File: config.mk
export PLATFORM = sky130hd
export DESIGN_NAME = bprs_sequencer
export DESIGN_NICKNAME = d
export VERILOG_FILES = /design/src/bprs_debounce.v /design/src/bprs_sequencer.v
export VERILOG_INCLUDE_DIRS = /design/src
export SDC_FILE = /design/constraint.sdc
export NUM_CORES = 1
export LEC_CHECK = 0
export BUFFER_PORTS_ARGS = -buffer_cell sky130_fd_sc_hd__buf_4
export CORE_MARGIN = 5
export CORE_UTILIZATION = 68
export CTS_BUF_LIST = sky130_fd_sc_hd__clkbuf_4
export CTS_CLUSTER_DIAMETER = 80
export DETAILED_ROUTE_END_ITERATION = 12
export HOLD_SLACK_MARGIN = 0.03
export PLACE_DENSITY = 0.92
export SLEW_MARGIN = 20
export SYNTH_ARGS = -nofsm -noshare
export SYNTH_HDL_FRONTEND = slang
export SYNTH_HIERARCHICAL = 1
export SYNTH_SLANG_ARGS = --single-unit
File: constraint.sdc
create_clock -name MCLK -period 4.85 [get_ports MCLK]
set_input_delay 1.2125 -clock MCLK [delete_from_list [all_inputs] [get_ports MCLK]]
set_output_delay 1.2125 -clock MCLK [all_outputs]
set_load 0.05 [all_outputs]
File: src/bprs_consts.vh
// Overview of operation
// - Check input supply before enabling any regulator
// - Then enable point-of-load and tracking regulators together
// - Reset sequence waits for all rails good
// - Release processor reset 100 ms later
// - Low external request extends the reset
// - Falling request edge restarts at least 100 ms
// - Global reset output follows processor reset
// - Overvoltage disables all point-of-load regulators
// - Latched button position sets rails on/off
// - All resets are active low
// - Processor reset open drain, others driven
//
// Purpose: constants for the board power and reset sequencer
// Assumes: MCLK at 250 MHz
// Notes: long counts are module parameters so simulation can shorten them
`ifndef BPRS_CONSTS_VH
`define BPRS_CONSTS_VH
`define BPRS_CLK_MHZ 250
`define BPRS_RESET_MS 100
`define BPRS_RESET_CYCLES (`BPRS_RESET_MS * 1000 * `BPRS_CLK_MHZ)
`define BPRS_DEBOUNCE_US 1000
`define BPRS_DEBOUNCE_CYCLES (`BPRS_DEBOUNCE_US * `BPRS_CLK_MHZ)
`define BPRS_CNT_W 25
`define BPRS_ST_W 3
`define BPRS_ST_OFF 3'h0
`define BPRS_ST_CHECK 3'h1
`define BPRS_ST_RAMP 3'h2
`define BPRS_ST_RESET 3'h3
`define BPRS_ST_RUN 3'h4
`define BPRS_ST_FAULT 3'h5
`endif

File: src/bprs_debounce.v
// Purpose: synchroniser and bounce filter for the external reset request
// Assumes: input idles high through its pull-up
// Notes: output changes only after the input has been stable for the filter time
`include "bprs_consts.vh"
`default_nettype none
module bprs_debounce #(
  parameter [`BPRS_CNT_W-1:0] FILTER_CYCLES = `BPRS_DEBOUNCE_CYCLES
) (
  input wire clk,
  input wire rst_n,
  input wire din,
  output reg dout
);
  reg sync1_reg;
  reg sync2_reg;
  reg [`BPRS_CNT_W-1:0] cnt_reg;
  always @(posedge clk) begin
    if (!rst_n) begin
      sync1_reg <= 1'h1;
      sync2_reg <= 1'h1;
      cnt_reg <= {`BPRS_CNT_W{1'b0}};
      dout <= 1'h1;
    end else begin
      sync1_reg <= din;
      sync2_reg <= sync1_reg;
      if (sync2_reg == dout) begin
        cnt_reg <= {`BPRS_CNT_W{1'b0}};
      end else if (cnt_reg >= FILTER_CYCLES - 1'b1) begin
        cnt_reg <= {`BPRS_CNT_W{1'b0}};
        dout <= sync2_reg;
      end else begin
        cnt_reg <= cnt_reg + 1'b1;
      end
    end
  end
endmodule
`default_nettype wire

File: src/bprs_sequencer.v
// Purpose: power rail bring-up and system reset sequencing
// Assumes: all inputs synchronous to MCLK except the external reset request
// Notes: a power off or overvoltage drops everything back into reset
`include "bprs_consts.vh"
`default_nettype none
module bprs_sequencer #(
  parameter [`BPRS_CNT_W-1:0] RESET_CYCLES = `BPRS_RESET_CYCLES,
  parameter [`BPRS_CNT_W-1:0] DEBOUNCE_CYCLES = `BPRS_DEBOUNCE_CYCLES
) (
  input wire MCLK,
  input wire RESET_N,
  input wire POWER_BUTTON_ON,
  input wire INPUT_SUPPLY_OK,
  input wire MODULE_RAILS_GOOD,
  input wire OVERVOLTAGE,
  input wire EXT_RESET_REQ_N,
  output reg POINT_OF_LOAD_REGULATOR_EN,
  output reg TRACKING_REGULATOR_EN,
  output reg CPU_RESET_N_O,
  output reg CPU_RESET_N_OE_N,
  output reg GLOBAL_RESET_OUT_N,
  output reg CPU_POWERON_RESET_N,
  output reg STORAGE_RESET_N,
  output reg MEMBANK0_RESET_N,
  output reg MEMBANK1_RESET_N,
  output reg OVERVOLTAGE_FAULT
);
  wire req_n;
  reg req_prev_reg;
  reg [`BPRS_ST_W-1:0] state_reg;
  reg [`BPRS_ST_W-1:0] state_next;
  reg [`BPRS_CNT_W-1:0] cnt_reg;
  reg [`BPRS_CNT_W-1:0] cnt_next;
  reg in_reset;
  reg por_next;
  wire req_fall;

  bprs_debounce #(
    .FILTER_CYCLES(DEBOUNCE_CYCLES)
  ) u_deb (
    .clk(MCLK),
    .rst_n(RESET_N),
    .din(EXT_RESET_REQ_N),
    .dout(req_n)
  );

  assign req_fall = req_prev_reg & ~req_n;

  always @* begin
    state_next = state_reg;
    cnt_next = cnt_reg;
    case (state_reg)
      `BPRS_ST_OFF: begin
        if (POWER_BUTTON_ON) begin
          state_next = `BPRS_ST_CHECK;
        end
      end
      `BPRS_ST_CHECK: begin
        if (INPUT_SUPPLY_OK) begin
          state_next = `BPRS_ST_RAMP;
        end
      end
      `BPRS_ST_RAMP: begin
        cnt_next = {`BPRS_CNT_W{1'b0}};
        if (MODULE_RAILS_GOOD) begin
          state_next = `BPRS_ST_RESET;
        end
      end
      `BPRS_ST_RESET: begin
        if (!MODULE_RAILS_GOOD) begin
          state_next = `BPRS_ST_RAMP;
        end else if (req_fall) begin
          cnt_next = {`BPRS_CNT_W{1'b0}};
        end else if (cnt_reg < RESET_CYCLES - 1'b1) begin
          cnt_next = cnt_reg + 1'b1;
        end else if (req_n) begin
          state_next = `BPRS_ST_RUN;
        end
      end
      `BPRS_ST_RUN: begin
        if (!MODULE_RAILS_GOOD) begin
          state_next = `BPRS_ST_RAMP;
        end else if (req_fall) begin
          state_next = `BPRS_ST_RESET;
          cnt_next = {`BPRS_CNT_W{1'b0}};
        end
      end
      `BPRS_ST_FAULT: begin
        if (!POWER_BUTTON_ON) begin
          state_next = `BPRS_ST_OFF;
        end
      end
      default: begin
        state_next = `BPRS_ST_OFF;
      end
    endcase
    // Overvoltage outranks everything in any state but OFF; a button cycle is needed to retry
    if (OVERVOLTAGE && state_reg != `BPRS_ST_OFF) begin
      state_next = `BPRS_ST_FAULT;
    end else if (!POWER_BUTTON_ON && state_reg != `BPRS_ST_FAULT) begin
      state_next = `BPRS_ST_OFF;
    end
    in_reset = (state_next != `BPRS_ST_RUN);
    por_next = (state_next == `BPRS_ST_RESET) || (state_next == `BPRS_ST_RUN);
  end

  always @(posedge MCLK) begin
    if (!RESET_N) begin
      state_reg <= `BPRS_ST_OFF;
      cnt_reg <= {`BPRS_CNT_W{1'b0}};
      req_prev_reg <= 1'h1;
      POINT_OF_LOAD_REGULATOR_EN <= 1'h0;
      TRACKING_REGULATOR_EN <= 1'h0;
      CPU_RESET_N_O <= 1'h0;
      CPU_RESET_N_OE_N <= 1'h0;
      GLOBAL_RESET_OUT_N <= 1'h0;
      CPU_POWERON_RESET_N <= 1'h0;
      STORAGE_RESET_N <= 1'h0;
      MEMBANK0_RESET_N <= 1'h0;
      MEMBANK1_RESET_N <= 1'h0;
      OVERVOLTAGE_FAULT <= 1'h0;
    end else begin
      state_reg <= state_next;
      cnt_reg <= cnt_next;
      req_prev_reg <= req_n;
      // Regulators on only after the input check has passed
      POINT_OF_LOAD_REGULATOR_EN <= (state_next == `BPRS_ST_RAMP) || por_next;
      TRACKING_REGULATOR_EN <= (state_next == `BPRS_ST_RAMP) || por_next;
      // Open drain: pull low while in reset, release to the pull-up otherwise
      CPU_RESET_N_O <= 1'h0;
      CPU_RESET_N_OE_N <= ~in_reset;
      GLOBAL_RESET_OUT_N <= ~in_reset;
      CPU_POWERON_RESET_N <= por_next;
      STORAGE_RESET_N <= ~in_reset;
      MEMBANK0_RESET_N <= ~in_reset;
      MEMBANK1_RESET_N <= ~in_reset;
      OVERVOLTAGE_FAULT <= (state_next == `BPRS_ST_FAULT);
    end
  end
endmodule
`default_nettype wire
==> impl_results.md <==
- 1st-iter DRT viols: 140
- CTS Buffer Depth: 2
- Setup crit start: state_reg[1]
- Wirelength, routed: 6380 um
- Final std cells w/o fill: 426
- Post-route DRC: 0
- DPL Wire Length: 4480 um
- Final setup viols: 0
- Startpoint Class: flop
- Yosys top cell by area: dfxtp_1
- Num CTS Buffers: 9
- Initial core utilization: 70.3%
- Pleak: 1.20 nW
- Total of max-cap violations: 0
- CP max-delay cell: or4_1
- DR vias: 2645
- Antenna cells: 0
- Synth cell types: 61
- Status: finished clean
- RSZ-0062 raised after global routing: false
- # rows: 24
- Area after DPL: 0.00316 mm2
- NumNets Final: 378
- Slew @ Worst Pin: 0.637 ns
- Post-route cell area: 0.00335 mm2
- Slew headroom: 57.5%
- Register bit total from synthesis: 61
- DP Worst Slack: 1.84 ns
- Most prevalent standard cell on the critical path: nand2_1
- H-Tree Depth: 3
- Detail Route Antenna Nets: 0
- Crit path depth: 6
- Number of I/O port buffers: 15
- Mapped Cells: 354
- Critical register-to-register path startpoint: state_reg[1]
- CP Data Arrival Time: 3.00 ns
- Seq/Total Area, Yosys: 39.9%
- Setup CP Type: reg -> reg
- Worst-path cell chain: nor2b_2, nand3_1, nand2_1, nand2_1, or4_1, nand2_1
- Worst R2R End: cnt_reg[17]
- Primary FF master, synth: dfxtp_1
- Maximum fanout along the worst path: 18
- CTS tree: built
- Remaining global-route overflow: 0
- Post-synth EDFFs: 0
- Die area: 0.00595 mm2
- Wirelength per Cell: 15.0 um
- CTS root buf: clkbuf_4
- First-pass GRT wire length: 11000 um
- CP endpoint kind: flop
- Die Y: 77.1 um
- Layout cells sized above 1: 13.9%
- Yosys warning count: 6
- Crit path time final: 2.64 ns
- Asr flop ratio synth: 0%
- Internal reg-to-reg setup slack: 2.21 ns
- Inst Count DP: 410
- Avg Cell Area, Syn: 8.65 um2
- Largest net degree at the start of global routing: 19
- Clock Pin Slew Worst Setup and Hold Paths: 0.12 ns
- Worst R2R Path Depth: 6
- CP peak stage delay: 0.63 ns
- Worst endpoint required time: 5.21 ns
- Clock skew: 0.0139 ns
- Post-route worst setup slack: 2.21 ns
- CTS Hold Buffers Added: 0
- Fin. max-slew vios: 0
- Initial antenna violation count: 0
- Die X: 77.1 um
- Post-CTS Setup Repair Bufs: 0
- Max Clock Freq: 379 MHz
- GPL Wtd Cong: 0.902
- Most area-consuming cells after synthesis: dfxtp_1 40%, a21oi_1 3.9%, nor2_1 3.9%
- Total negative slack: 0 ns
- GRT Total Usage: 22.1%
- Bufs and invs on worst path: 0
- Max IR drop VDD: 0.205 mV
- Area growth, synth to finish: 9.27%
- DR vias/cell: 6.21
- Synthesized area: 0.00306 mm2
- First-pass DRT Iterations: 5
- Endpoints failing hold: 0
- Final Cycle Share: 54.4%
- Number of global-route vias before repair: 2513
- Pwr dens: 309 mW/mm2
- # IOs: 17
- Post-CTS sizing: 0
- Crit-path leading delay family: simple AND/OR/NAND/NOR gates
- Clock Sinks: 61
- Worst-Skew Late Latency: 0.40 ns
- Critical Path Sink: cnt_reg[17]
- Hold Path Class: reg -> reg
- Core ar.: 0.00435 mm2
- Yosys top cell area share: 39.9%
-- layer usage --
layer  share of wire, %  vias up  global-route usage, %
met5                  0        -                      0
met4                1.4        0                   7.56
met3                5.6       11                   5.62
met2                 51       94                   39.0
met1                 42     1234                   25.8
li1                   -     1306                      -
-- synthesized netlist by cell type, drive strengths merged, types with 2 or more instances --
cell type	number
dfxtp	61
nor2	32
nand2	28
a21oi	24
o21ai	20
nand3	18
nand4	17
and3	13
buf	12
xor2	12
or3	9
inv	8
nor3	8
xnor2	8
nand2b	6
nor2b	6
o211ai	6
and2	5
clkbuf	5
and4	4
nor3b	4
nor4	4
o21a	4
o31ai	4
or4	4
a21o	3
nand3b	3
a21boi	2
a31oi	2
and2b	2
conb	2
ha	2
o22ai	2
o41ai	2
-- per-stage QoR --
step | hold slack, ns | utilization [%] | power [mW]
floorplan | 0.386 | - | 0.571
global placement | 0.392 | 72.5 | 0.583
detailed placement | 0.399 | 72.5 | 0.585
CTS | 0.454 | 76.9 | 1.04
global route | 0.467 | 76.9 | 1.08
finish | 0.454 | 76.9 | 1.03
-- power breakdown --
part           internal (mW)  leakage (nW)  switching [mW]
logic                 0.0221         0.611          0.0360
clock network          0.263        0.0928           0.195
registers              0.508         0.495         0.00932
-- layout by cell type, fill, tap and decap left out, types with 3 or more instances in the layout --
| cell | count |
|---|---|
| o31ai_1 | 3 |
| nand2b_1 | 6 |
| and4_1 | 3 |
| nand3b_1 | 3 |
| xor2_1 | 12 |
| a21oi_1 | 24 |
| xnor2_1 | 8 |
| clkbuf_4 | 9 |
| nand4_1 | 13 |
| nor2_1 | 32 |
| nand2_1 | 27 |
| buf_4 | 15 |
| inv_1 | 8 |
| or4_1 | 4 |
| or3_1 | 9 |
| conb_1 | 8 |
| nand3_1 | 17 |
| a21o_1 | 3 |
| nor3b_1 | 4 |
| o21ai_0 | 20 |
| o21a_1 | 3 |
| nor3_1 | 6 |
| dfxtp_1 | 61 |
| and3_1 | 13 |
| nor2b_1 | 5 |
| bufinv_16 | 3 |
| o211ai_1 | 5 |
| and2_1 | 5 |
-- final cells by class --
type,count,area [um2]
multi-input cells,274,1730
flip-flops and latches,61,1220
fillers,303,1010
clock inverters,7,123
repair buffers,15,113
clock buffers,9,67.6
well taps,52,65.1
inverters,8,30.0
-- how the worst min path moves through the flow --
stage | to | cells after the start | from | slack, ns
floorplan | u_deb/sync2_reg | 1 | u_deb/sync1_reg | 0.39
global placement | u_deb/sync2_reg | 1 | u_deb/sync1_reg | 0.39
detailed placement | u_deb/sync2_reg | 1 | u_deb/sync1_reg | 0.40
CTS | u_deb/sync2_reg | 1 | u_deb/sync1_reg | 0.45
global route | u_deb/sync2_reg | 1 | u_deb/sync1_reg | 0.47
finish | u_deb/sync2_reg | 1 | u_deb/sync1_reg | 0.45
-- worst reg2reg max path, delay by kind of cell, from the launching register on --
kind,cells,cell delay [ns]
DFF,1,0.57
and+or+nand+nor,6,2.03
-- cell families (layout without fill, tap and decap cells) --
group | Yosys count | count (layout) | share of synthesized area (%)
compound gates | 77 | 77 | 16.3
xor+xnor | 20 | 20 | 5.72
fa+ha+maj | 2 | 2 | 0.817
buf+inv | 25 | 39 | 4.45
flops | 61 | 61 | 39.9
mux | 2 | 2 | 0.694
other cells | 2 | 8 | 0.245
simple gates | 165 | 165 | 31.9
Note: power is estimated with default switching activity, not from simulation.
